**src/rtl/lpa_pkg.sv**
```systemverilog
// Package for the low-power mode entry arbiter
package lpa_pkg;
    // Power modes, ordered shallow to deep
    typedef enum logic [2:0] {
        LPA_ACTIVE  = 3'h0,
        LPA_CPUOFF0 = 3'h1,
        LPA_CPUOFF1 = 3'h2,
        LPA_STBY2   = 3'h3,
        LPA_STBY3   = 3'h4,
        LPA_OFF4    = 3'h5
    } lpa_mode_t;

    // Peripheral clock state
    typedef enum logic [1:0] {
        LPA_ST_NONE = 2'h0,
        LPA_ST_UNCK = 2'h1,
        LPA_ST_LF   = 2'h2,
        LPA_ST_HF   = 2'h3
    } lpa_state_t;

    // Clock source codes reported by peripherals
    localparam logic [2:0] LPA_SRC_OFF  = 3'h0;
    localparam logic [2:0] LPA_SRC_SUB  = 3'h1;
    localparam logic [2:0] LPA_SRC_AUX  = 3'h2;
    localparam logic [2:0] LPA_SRC_EXT  = 3'h3;
    localparam logic [2:0] LPA_SRC_MOD  = 3'h4;
    localparam logic [2:0] LPA_SRC_VLO  = 3'h5;
    localparam logic [2:0] LPA_SRC_SCAN = 3'h6;
    localparam logic [2:0] LPA_SRC_WAIT = 3'h7;

    // Frequency threshold in Hz
    localparam int unsigned LPA_LF_MAX_HZ = 50000;

    // Peripheral slots in the report vector
    localparam int LPA_P_WDOG = 0;
    localparam int LPA_P_TMA  = 1;
    localparam int LPA_P_TMB  = 2;
    localparam int LPA_P_SUA  = 3;
    localparam int LPA_P_SUB  = 4;
    localparam int LPA_P_ADC  = 5;
    localparam int LPA_P_SCAN = 6;
    localparam int LPA_P_LCD  = 7;
    localparam int LPA_NPER   = 8;
    localparam int LPA_NGROUP = 4;

    // Group membership per slot (bit g set: slot in group g)
    localparam logic [LPA_NPER*4-1:0] LPA_GROUP_MAP = 32'h8214_4410;
endpackage : lpa_pkg

```
**src/rtl/lpa_if.sv**
```systemverilog
`timescale 1ns/1ps
// Classifier to arbiter carrier
interface lpa_cls_if;
    import lpa_pkg::*;
    lpa_state_t             st [LPA_NPER];
    logic [LPA_NPER-1:0]    ext_used;
    modport cls (output st, output ext_used);
    modport arb (input st, input ext_used);
endinterface : lpa_cls_if

```
**src/rtl/lpa_arbiter.sv**
```systemverilog
`timescale 1ns/1ps
// Low-power mode entry arbiter top
// Operation
// - Class state by clock above or below 50kHz
// - Demote request to deepest mode peripherals allow when no external clock is used
// - DMA trigger returns to active for transfer
// - CRC, multiplier, AES busy delay low-power entry
// - Serial A UART: idle unclocked, sub HF, aux LF
// - Serial B I2C target: unclocked waiting or slow
// - Timers: sub/fast-ext HF, aux LF, slow-ext unclocked
// - Converter: sub/module-osc HF, aux LF, waiting unclocked
// - Scan interface: sub HF, aux/scan-osc LF
// - Segment driver only ever low-frequency
// - SPI/I2C target classed by external bit clock
// - Report powered idle-current groups in deep standby
// - Interrupt wakes, handler runs, prior mode resumes
module lpa_arbiter
(
    // Clock and reset
    input  wire logic                            sys_clk,
    input  wire logic                            rstn,
    // CPU mode request
    input  wire logic                            req_valid,
    input  wire lpa_pkg::lpa_mode_t              req_mode,
    input  wire logic                            irq_pend,
    input  wire logic                            irq_exit,
    // Peripheral reports
    input  wire logic [lpa_pkg::LPA_NPER-1:0]    per_active,
    input  wire logic [lpa_pkg::LPA_NPER*3-1:0]  per_src,
    input  wire logic [lpa_pkg::LPA_NPER*32-1:0] per_ext_hz,
    input  wire logic                            sua_spi,
    input  wire logic                            sub_spi,
    input  wire logic                            dma_trig,
    input  wire logic                            dma_done,
    input  wire logic                            crc_busy,
    input  wire logic                            mul_busy,
    input  wire logic                            aes_busy,
    // Status
    output lpa_pkg::lpa_mode_t                   cur_mode,
    output logic                                 in_isr,
    output logic                                 dma_xfer,
    output logic                                 entry_hold,
    output logic [lpa_pkg::LPA_NGROUP-1:0]       group_pwr
);
    import lpa_pkg::*;

    typedef enum logic [3:0] {
        LPA_S_RUN  = 4'h1,
        LPA_S_WAIT = 4'h2,
        LPA_S_LPM  = 4'h4,
        LPA_S_WAKE = 4'h8
    } lpa_fsm_t;

    lpa_cls_if cls_bus ();

    lpa_classify u_cls (
        .per_active (per_active),
        .per_src    (per_src),
        .per_ext_hz (per_ext_hz),
        .sua_spi    (sua_spi),
        .sub_spi    (sub_spi),
        .cls        (cls_bus.cls)
    );

    // Deepest mode each state allows
    function automatic lpa_mode_t cap_of(input lpa_state_t s);
        case (s)
            LPA_ST_HF:   cap_of = LPA_CPUOFF1;
            LPA_ST_LF:   cap_of = LPA_STBY3;
            default:     cap_of = LPA_OFF4;
        endcase
    endfunction : cap_of

    lpa_mode_t              cap;
    logic                   any_ext;
    logic [LPA_NGROUP-1:0]  grp_use;

    always_comb begin
        cap     = LPA_OFF4;
        any_ext = 1'b0;
        grp_use = '0;
        for (int i = 0; i < LPA_NPER; i++) begin
            if (cap_of(cls_bus.st[i]) < cap)
                cap = cap_of(cls_bus.st[i]);
            if (cls_bus.st[i] != LPA_ST_NONE)
                grp_use = grp_use | LPA_GROUP_MAP[i*4 +: 4];
            any_ext = any_ext | cls_bus.ext_used[i];
        end
    end

    logic busy_core;
    assign busy_core = crc_busy | mul_busy | aes_busy;

    lpa_fsm_t   st_r, st_nxt;
    lpa_mode_t  mode_r, mode_nxt;
    lpa_mode_t  sleep_r, sleep_nxt;
    lpa_mode_t  pend_r, pend_nxt;
    logic       isr_r, isr_nxt;
    logic       dma_r, dma_nxt;
    logic       hold_r, hold_nxt;
    logic [LPA_NGROUP-1:0] grp_r, grp_nxt;

    // Grant: external clock bypasses the demotion, application owns the range
    function automatic lpa_mode_t grant(input lpa_mode_t r, input lpa_mode_t c, input logic ext);
        grant = (!ext && r > c) ? c : r;
    endfunction : grant

    always_comb begin
        st_nxt    = st_r;
        mode_nxt  = mode_r;
        sleep_nxt = sleep_r;
        pend_nxt  = pend_r;
        isr_nxt   = isr_r;
        dma_nxt   = dma_r;
        hold_nxt  = 1'b0;
        case (st_r)
            LPA_S_RUN: begin
                if (irq_exit && isr_r) begin
                    isr_nxt  = 1'b0;
                    if (sleep_r != LPA_ACTIVE) begin
                        pend_nxt = sleep_r;
                        st_nxt   = LPA_S_WAIT;
                    end
                end else if (req_valid && req_mode != LPA_ACTIVE && !isr_r) begin
                    pend_nxt = req_mode;
                    st_nxt   = LPA_S_WAIT;
                end
            end
            LPA_S_WAIT: begin
                // Entry postponed, active-only units must finish first
                if (busy_core) begin
                    hold_nxt = 1'b1;
                end else begin
                    mode_nxt  = grant(pend_r, cap, any_ext);
                    sleep_nxt = pend_r;
                    st_nxt    = LPA_S_LPM;
                end
            end
            LPA_S_LPM: begin
                // Re-arbitrate so a new peripheral state cannot be starved
                mode_nxt = grant(sleep_r, cap, any_ext);
                if (irq_pend) begin
                    mode_nxt = LPA_ACTIVE;
                    isr_nxt  = 1'b1;
                    st_nxt   = LPA_S_RUN;
                end else if (dma_trig) begin
                    mode_nxt = LPA_ACTIVE;
                    dma_nxt  = 1'b1;
                    st_nxt   = LPA_S_WAKE;
                end
            end
            LPA_S_WAKE: begin
                if (dma_done) begin
                    dma_nxt  = 1'b0;
                    mode_nxt = grant(sleep_r, cap, any_ext);
                    st_nxt   = LPA_S_LPM;
                end
            end
            default: begin
                st_nxt   = LPA_S_RUN;
                mode_nxt = LPA_ACTIVE;
            end
        endcase
        if (st_nxt == LPA_S_RUN && st_r != LPA_S_RUN)
            sleep_nxt = sleep_r;
        // Group power only matters in the deep standby modes
        grp_nxt = (mode_nxt >= LPA_STBY3) ? grp_use : '0;
    end

    always_ff @(posedge sys_clk or negedge rstn) begin
        if (!rstn) begin
            st_r    <= LPA_S_RUN;
            mode_r  <= LPA_ACTIVE;
            sleep_r <= LPA_ACTIVE;
            pend_r  <= LPA_ACTIVE;
            isr_r   <= 1'b0;
            dma_r   <= 1'b0;
            hold_r  <= 1'b0;
            grp_r   <= '0;
        end else begin
            st_r    <= st_nxt;
            mode_r  <= mode_nxt;
            sleep_r <= sleep_nxt;
            pend_r  <= pend_nxt;
            isr_r   <= isr_nxt;
            dma_r   <= dma_nxt;
            hold_r  <= hold_nxt;
            grp_r   <= grp_nxt;
        end
    end

    assign cur_mode   = mode_r;
    assign in_isr     = isr_r;
    assign dma_xfer   = dma_r;
    assign entry_hold = hold_r;
    assign group_pwr  = grp_r;

    // Checks
    hf_cap_a: assert property (@(posedge sys_clk) disable iff (!rstn)
        (st_r == LPA_S_WAIT && !busy_core && !any_ext && cap == LPA_CPUOFF1)
        |=> (mode_r <= LPA_CPUOFF1))
        else $error("High-frequency peripheral allowed deep mode");
    demote_a: assert property (@(posedge sys_clk) disable iff (!rstn)
        (st_r == LPA_S_WAIT && !busy_core && !any_ext && pend_r > cap) |=> (mode_r == $past(cap)))
        else $error("Request not demoted to supported mode");
    ext_keep_a: assert property (@(posedge sys_clk) disable iff (!rstn)
        (st_r == LPA_S_WAIT && !busy_core && any_ext) |=> (mode_r == $past(pend_r)))
        else $error("External clock request was altered");
    busy_hold_a: assert property (@(posedge sys_clk) disable iff (!rstn)
        (st_r == LPA_S_WAIT && busy_core) |=> (entry_hold && st_r == LPA_S_WAIT && mode_r == $past(mode_r)))
        else $error("Low-power entry while unit busy");
    dma_wake_a: assert property (@(posedge sys_clk) disable iff (!rstn)
        (st_r == LPA_S_LPM && dma_trig && !irq_pend) |=> (dma_xfer && mode_r == LPA_ACTIVE))
        else $error("DMA trigger did not wake to active");
    dma_back_a: assert property (@(posedge sys_clk) disable iff (!rstn)
        (st_r == LPA_S_WAKE && dma_done) |=> (!dma_xfer && st_r == LPA_S_LPM))
        else $error("No return after DMA transfer");
    irq_wake_a: assert property (@(posedge sys_clk) disable iff (!rstn)
        (st_r == LPA_S_LPM && irq_pend) |=> (in_isr && mode_r == LPA_ACTIVE))
        else $error("Interrupt did not wake device");
    irq_ret_a: assert property (@(posedge sys_clk) disable iff (!rstn)
        (st_r == LPA_S_RUN && isr_r && irq_exit && sleep_r != LPA_ACTIVE)
        |=> (st_r == LPA_S_WAIT && pend_r == $past(sleep_r)))
        else $error("Handler exit did not resume prior mode");
    grp_pwr_a: assert property (@(posedge sys_clk) disable iff (!rstn)
        (mode_r < LPA_STBY3) |-> (group_pwr == '0))
        else $error("Group powered outside deep standby");

    // Grant limits
    lf_cap_a: assert property (@(posedge sys_clk) disable iff (!rstn)
        (st_r == LPA_S_WAIT && !busy_core && !any_ext && cap == LPA_STBY3)
        |=> (mode_r <= LPA_STBY3))
        else $error("Low-frequency peripheral allowed off mode");

    req_keep_a: assert property (@(posedge sys_clk) disable iff (!rstn)
        (st_r == LPA_S_WAIT && !busy_core && !any_ext && pend_r <= cap)
        |=> (mode_r == $past(pend_r)))
        else $error("Supported request was changed");

    lpm_cap_a: assert property (@(posedge sys_clk) disable iff (!rstn)
        (st_r == LPA_S_LPM && !irq_pend && !dma_trig && !any_ext)
        |=> (mode_r <= $past(cap)))
        else $error("Sleeping mode exceeds peripheral limit");

    lpm_ext_a: assert property (@(posedge sys_clk) disable iff (!rstn)
        (st_r == LPA_S_LPM && !irq_pend && !dma_trig && any_ext)
        |=> (mode_r == $past(sleep_r)))
        else $error("External clock mode altered while asleep");

    // Request intake
    req_take_a: assert property (@(posedge sys_clk) disable iff (!rstn)
        (st_r == LPA_S_RUN && !isr_r && req_valid && req_mode != LPA_ACTIVE)
        |=> (st_r == LPA_S_WAIT && pend_r == $past(req_mode)))
        else $error("Mode request not taken");

    idle_run_a: assert property (@(posedge sys_clk) disable iff (!rstn)
        (st_r == LPA_S_RUN && !isr_r && (!req_valid || req_mode == LPA_ACTIVE))
        |=> (st_r == LPA_S_RUN && mode_r == LPA_ACTIVE))
        else $error("Active mode left without request");

    // Postponed entry
    hold_wait_a: assert property (@(posedge sys_clk) disable iff (!rstn)
        entry_hold |-> (st_r == LPA_S_WAIT))
        else $error("Entry hold outside waiting state");

    busy_go_a: assert property (@(posedge sys_clk) disable iff (!rstn)
        (st_r == LPA_S_WAIT && !busy_core)
        |=> (!entry_hold && st_r == LPA_S_LPM))
        else $error("Entry not taken once units idle");

    // Wakeups
    dma_act_a: assert property (@(posedge sys_clk) disable iff (!rstn)
        dma_xfer |-> (mode_r == LPA_ACTIVE))
        else $error("Transfer outside active mode");

    dma_stay_a: assert property (@(posedge sys_clk) disable iff (!rstn)
        (st_r == LPA_S_WAKE && !dma_done)
        |=> (dma_xfer && mode_r == LPA_ACTIVE))
        else $error("Transfer cut short");

    isr_act_a: assert property (@(posedge sys_clk) disable iff (!rstn)
        in_isr |-> (mode_r == LPA_ACTIVE))
        else $error("Handler running outside active mode");

    irq_first_a: assert property (@(posedge sys_clk) disable iff (!rstn)
        (st_r == LPA_S_LPM && irq_pend && dma_trig)
        |=> (in_isr && !dma_xfer))
        else $error("Interrupt lost to transfer trigger");

    isr_stay_a: assert property (@(posedge sys_clk) disable iff (!rstn)
        (st_r == LPA_S_RUN && isr_r && !irq_exit)
        |=> (st_r == LPA_S_RUN && in_isr))
        else $error("Handler left without exit");

    // Peripheral classes
    lcd_lf_a: assert property (@(posedge sys_clk) disable iff (!rstn)
        (cls_bus.st[LPA_P_LCD] != LPA_ST_HF && cls_bus.st[LPA_P_LCD] != LPA_ST_UNCK))
        else $error("Segment driver left low-frequency state");

    scan_clk_a: assert property (@(posedge sys_clk) disable iff (!rstn)
        (cls_bus.st[LPA_P_SCAN] != LPA_ST_UNCK))
        else $error("Scan interface classed unclocked");

    tmr_slow_a: assert property (@(posedge sys_clk) disable iff (!rstn)
        (cls_bus.ext_used[LPA_P_TMA] && per_ext_hz[LPA_P_TMA*32 +: 32] <= LPA_LF_MAX_HZ)
        |-> (cls_bus.st[LPA_P_TMA] == LPA_ST_UNCK))
        else $error("Slow external timer clock not unclocked");

    grp_deep_a: assert property (@(posedge sys_clk) disable iff (!rstn)
        (mode_r >= LPA_STBY3 && $past(cls_bus.st[LPA_P_LCD]) != LPA_ST_NONE)
        |-> ((group_pwr & LPA_GROUP_MAP[LPA_P_LCD*4 +: 4]) != '0))
        else $error("Active member group not powered");
endmodule : lpa_arbiter

```
**src/rtl/lpa_classify.sv**
```systemverilog
`timescale 1ns/1ps
// Per-peripheral clock state classifier
module lpa_classify
(
    // Peripheral reports
    input  wire logic [lpa_pkg::LPA_NPER-1:0]    per_active,
    input  wire logic [lpa_pkg::LPA_NPER*3-1:0]  per_src,
    input  wire logic [lpa_pkg::LPA_NPER*32-1:0] per_ext_hz,
    input  wire logic                            sua_spi,
    input  wire logic                            sub_spi,
    // Result
    lpa_cls_if.cls                               cls
);
    import lpa_pkg::*;

    // Threshold classing of an external clock
    function automatic lpa_state_t ext_class(input logic [31:0] hz, input lpa_state_t low);
        ext_class = (hz > LPA_LF_MAX_HZ) ? LPA_ST_HF : low;
    endfunction : ext_class

    always_comb begin
        for (int i = 0; i < LPA_NPER; i++) begin
            logic [2:0]  s;
            logic [31:0] hz;
            s  = per_src[i*3 +: 3];
            hz = per_ext_hz[i*32 +: 32];
            cls.st[i]       = LPA_ST_NONE;
            cls.ext_used[i] = per_active[i] && (s == LPA_SRC_EXT);
            if (per_active[i]) begin
                case (s)
                    LPA_SRC_SUB:  cls.st[i] = (i == LPA_P_LCD) ? LPA_ST_LF : LPA_ST_HF;
                    LPA_SRC_MOD:  cls.st[i] = (i == LPA_P_LCD) ? LPA_ST_LF : LPA_ST_HF;
                    LPA_SRC_AUX, LPA_SRC_VLO, LPA_SRC_SCAN: cls.st[i] = LPA_ST_LF;
                    LPA_SRC_WAIT: cls.st[i] = (i == LPA_P_SCAN || i == LPA_P_LCD) ? LPA_ST_LF : LPA_ST_UNCK;
                    LPA_SRC_EXT: begin
                        if (i == LPA_P_TMA || i == LPA_P_TMB)
                            cls.st[i] = ext_class(hz, LPA_ST_UNCK);
                        else if (i == LPA_P_LCD)
                            cls.st[i] = LPA_ST_LF;
                        else if (i == LPA_P_SUB)
                            cls.st[i] = ext_class(hz, sub_spi ? LPA_ST_LF : LPA_ST_UNCK);
                        else if (i == LPA_P_SUA && sua_spi)
                            cls.st[i] = ext_class(hz, LPA_ST_LF);
                        else
                            cls.st[i] = ext_class(hz, LPA_ST_LF);
                    end
                    default:      cls.st[i] = LPA_ST_NONE;
                endcase
            end
        end
    end
endmodule : lpa_classify

```
**config.mk**
```make
export PLATFORM = sky130hd
export DESIGN_NAME = lpa_arbiter
export DESIGN_NICKNAME = d
export VERILOG_FILES = /design/src/rtl/lpa_pkg.sv /design/src/rtl/lpa_if.sv /design/src/rtl/lpa_arbiter.sv /design/src/rtl/lpa_classify.sv
export SDC_FILE = /design/constraint.sdc
export NUM_CORES = 1
export LEC_CHECK = 0
export ABC_AREA = 1
export BUFFER_PORTS_ARGS = -buffer_cell sky130_fd_sc_hd__buf_2
export CAP_MARGIN = 10
export CORE_ASPECT_RATIO = 0.7
export CORE_MARGIN = 4
export CORE_UTILIZATION = 26
export DETAILED_ROUTE_END_ITERATION = 7
export HOLD_SLACK_MARGIN = 0.05
export SLEW_MARGIN = 5
export SYNTH_ARGS = -nofsm -noshare
export SYNTH_HDL_FRONTEND = slang
export SYNTH_HIERARCHICAL = 1
export SYNTH_SLANG_ARGS = --single-unit
```
**constraint.sdc**
```tcl
create_clock -name sys_clk -period 2.5 [get_ports sys_clk]
set_input_delay 0.25 -clock sys_clk [delete_from_list [all_inputs] [get_ports sys_clk]]
set_output_delay 0.25 -clock sys_clk [all_outputs]
set_load 0.1 [all_outputs]
```
==> metrics.yaml <==
outcome:
  outcome: "complete, but fails checks"
  violations: "setup timing"
pwr:
  peakVddDrop_mv: 0.288
  combinationalPowerShare: 0.706
  pwr-share-clk: 0.119
  powerDensity_nw_per_um2: 460
  p_leak_nw: 3.59
  finalPower_mw: 2.75
  p_sw_mw: 1.29
  p_int_mw: 1.45
  switching_share: 0.471
  seqPwrFrac: 0.175
floorplanning:
  chipWidth_um: 146
  row_count: 35
  start_util: 0.265
  die_h_um: 105
  die-area_um2: 15300
  coreArea_um2: 13100
  ios: 313
final_layout:
  fin_util: 0.455
  syn2layout_area_growth_pct: 71.8
  drive_gt1_frac: 0.425
  layout.nets: 1343
  fin_cells: 1186
  stdcell_area_um2: 5980
  antenna_cells: 0
  fillers: 1370
placement:
  gp_congestion: 0.866
  dp.cells: 1169
  pre_cts_ws_ns: -3.19
  port-buffer-count: 279
  placed_area_um2: 5630
  post-dp-hpwl_um: 12300
yosys:
  synth_nets: 978
  ys_types: 37
  synth_area_leaders: "nand2_1 18%, dfrtp_1 14%, inv_1 13%, nor2_1 13%, nand3_1 8.9%"
  synth_area_um2: 3480
  ys_top_cells_by_count: "166 x nand2_1, 125 x inv_1, 117 x nor2_1"
  syn_inst: 656
  ys_ff_latch: 20
  yosys_warnings: 6
  async_flop_share: 1.00
  ys_seq_area_frac: 0.144
  ys.flop_type: "dfrtp_1"
  synth_edf_count: 0
  avgSynthCellArea_um2: 5.31
  synth_top_area_frac: 0.179
  synth_most_common_cell: "nand2_1"
  synth_top_area_cell: "nand2_1"
cts:
  cts-root-buf: "clkbuf_16"
  cts_buffers: 3
  cts_tree: "yes"
  clockBufferDepth: 2
  clk_latency_ns: 0.25
  clkTransAtPathRegs_ns: 0.05
  cts_max_level: 1
  cts_sinks: 20
sta:
  clock_skew_ns: 0.00164
  rsz0062_at_grt: "yes"
  relSlewSlack: 0.626
  setup_tns_ns: -19.98
  hold_viol: 0
  fmax_ghz: 0.186
  final-max-slew-violation-count: 0
  worst_slack_ns: -2.87
  hold_slack_ns: 0.306
  fin_crit_sh: 2.15
  setup_viol: 7
  worst_pin_slew_ns: 0.559
  layout_min_cycle_time_ns: 5.37
route:
  wl_per_cell_um: 11.6
  drt_iter0_markers: 204
  vias: 5094
  drc: 0
  ant_nets: 0
  vias_per_cell: 4.30
  drt-pass1-iter-count: 5
  finalWirelength_um: 13800
hold_path:
  min_from: "aes_busy"
  worstHoldPathCells: 4
  holdPathEnd: "st_r[2]$_DFF_PN0_"
  min_path_type: "input pin to register"
critical_path:
  cpMaxStageDelayCell: "ha_4"
  crit_path_frequent_cell: "nand2_2"
  slowest_delay_ns: 0.29
  r2r_start: "st_r[3]$_DFF_PN0_"
  r2r-end: "group_pwr[1]$_DFF_PN0_"
  rrSetupSlack_ns: 0.72
  crit_type: "input pin to register"
  timing.critical_path.arrival_ns: 5.50
  end_kind: "register"
  critPathMaxFanout: 4
  ff2ff_path_depth: 9
  worstSetupStartpointType: "input pin"
  required_ns: 2.63
  crit_start: "per_ext_hz[44]"
global_route:
  grt_max_degree: 21
  grt_antenna_before_repair: 0
  grt_pass1_vias: 4875
  grt_pass1_wl_um: 22000
  gr-total-overflow: 0
  grt_usage: 0.168
flow_run:
  cap_violations: 0
-- sequential cells by signal, summed over array words and instances (netlist names) --
register / flops
group_pwr: 4
st_r: 4
cur_mode: 3
pend_r: 3
sleep_r: 3
dma_xfer: 1
entry_hold: 1
in_isr: 1
-- cell families (layout without fill, tap and decap cells) --
kind of cell             Yosys count  in the layout  share of synthesized area
flip-flops                        20             20                      0.144
adder cells (fa/ha/maj)           19             19                     0.0683
XOR/XNOR                           3              3                    0.00755
AO/OA/AOI/OAI                     55             55                     0.0967
AND/OR/NAND/NOR                  429            429                      0.542
other                              1              1                    0.00108
buffers and inverters            129            493                      0.140
-- timing repair --
item | CTS | global route
gates resized for setup | 13 | 28
setup buffers | 7 | 5
endpoints found under the setup margin | 7 | 7
pin swaps | 8 | 14
hold endpoints to repair | 19 | 0
hold buffers | 1 | 0
-- power by group through the flow --
stage | Clock (mW) | Combinational (mW) | Sequential [mW]
after floorplan | 0 | 0.893 | 0.642
after global placement | 0 | 1.69 | 0.485
after detailed placement | 0 | 1.69 | 0.487
after CTS | 0.332 | 1.80 | 0.482
after global routing | 0.353 | 2.16 | 0.493
final | 0.328 | 1.94 | 0.482
-- per-layer routing --
layer	global-route usage	up-vias	share of wire
met5	0	-	0
met3	0.0277	8	0.077
li1	-	2789	-
met4	0.0181	0	0.010
met1	0.228	2098	0.47
met2	0.291	199	0.44
-- cells in the final DEF (no fill, tap or decap), types with 3 or more instances in the layout --
cell,instances
buf_2,276
nand2_1,153
inv_1,123
nor2_1,111
buf_4,80
nand3_1,56
nand2_2,29
o21ai_0,25
nor3_1,21
dfrtp_1,19
ha_1,16
nand4_1,9
nand3_2,8
a21oi_1,8
nor4_1,7
nor2_2,5
or2_2,5
and2_0,5
inv_2,4
nand2_4,4
nor2_4,4
o21bai_1,4
o211ai_1,4
buf_6,4
or2_1,4
a21oi_4,3
a31oi_1,3
ha_4,3
clkbuf_16,3
xnor2_1,3
a211oi_1,3
-- worst max-delay path, delay by kind of cell --
family,cells,cell delay (ns)
adder cells (fa/ha/maj),2,0.52
AO/OA/AOI/OAI,4,0.68
buffers and inverters,7,0.55
AND/OR/NAND/NOR,45,3.51
-- cell type report --
cell class,count,area [um^2],area share
inverters,128,483,0.0807
repair buffers,361,2040,0.340
clock buffers,4,78.8,0.0132
multi-input cells,507,2680,0.447
flip-flops and latches,20,502,0.0839
well taps,166,208,0.0347
-- how the worst max path moves through the flow --
stage,to,slack (ns),depth (start not counted)
2_1_floorplan,group_pwr[0]$_DFF_PN0_,-2.67,61
3_3_place_gp,group_pwr[0]$_DFF_PN0_,-3.02,62
3_5_place_dp,group_pwr[0]$_DFF_PN0_,-3.19,62
4_1_cts,group_pwr[0]$_DFF_PN0_,-2.81,61
5_1_grt,group_pwr[0]$_DFF_PN0_,-3.52,60
6_report,cur_mode[1]$_DFF_PN0_,-2.87,58
(Power assumes the default switching activity.)
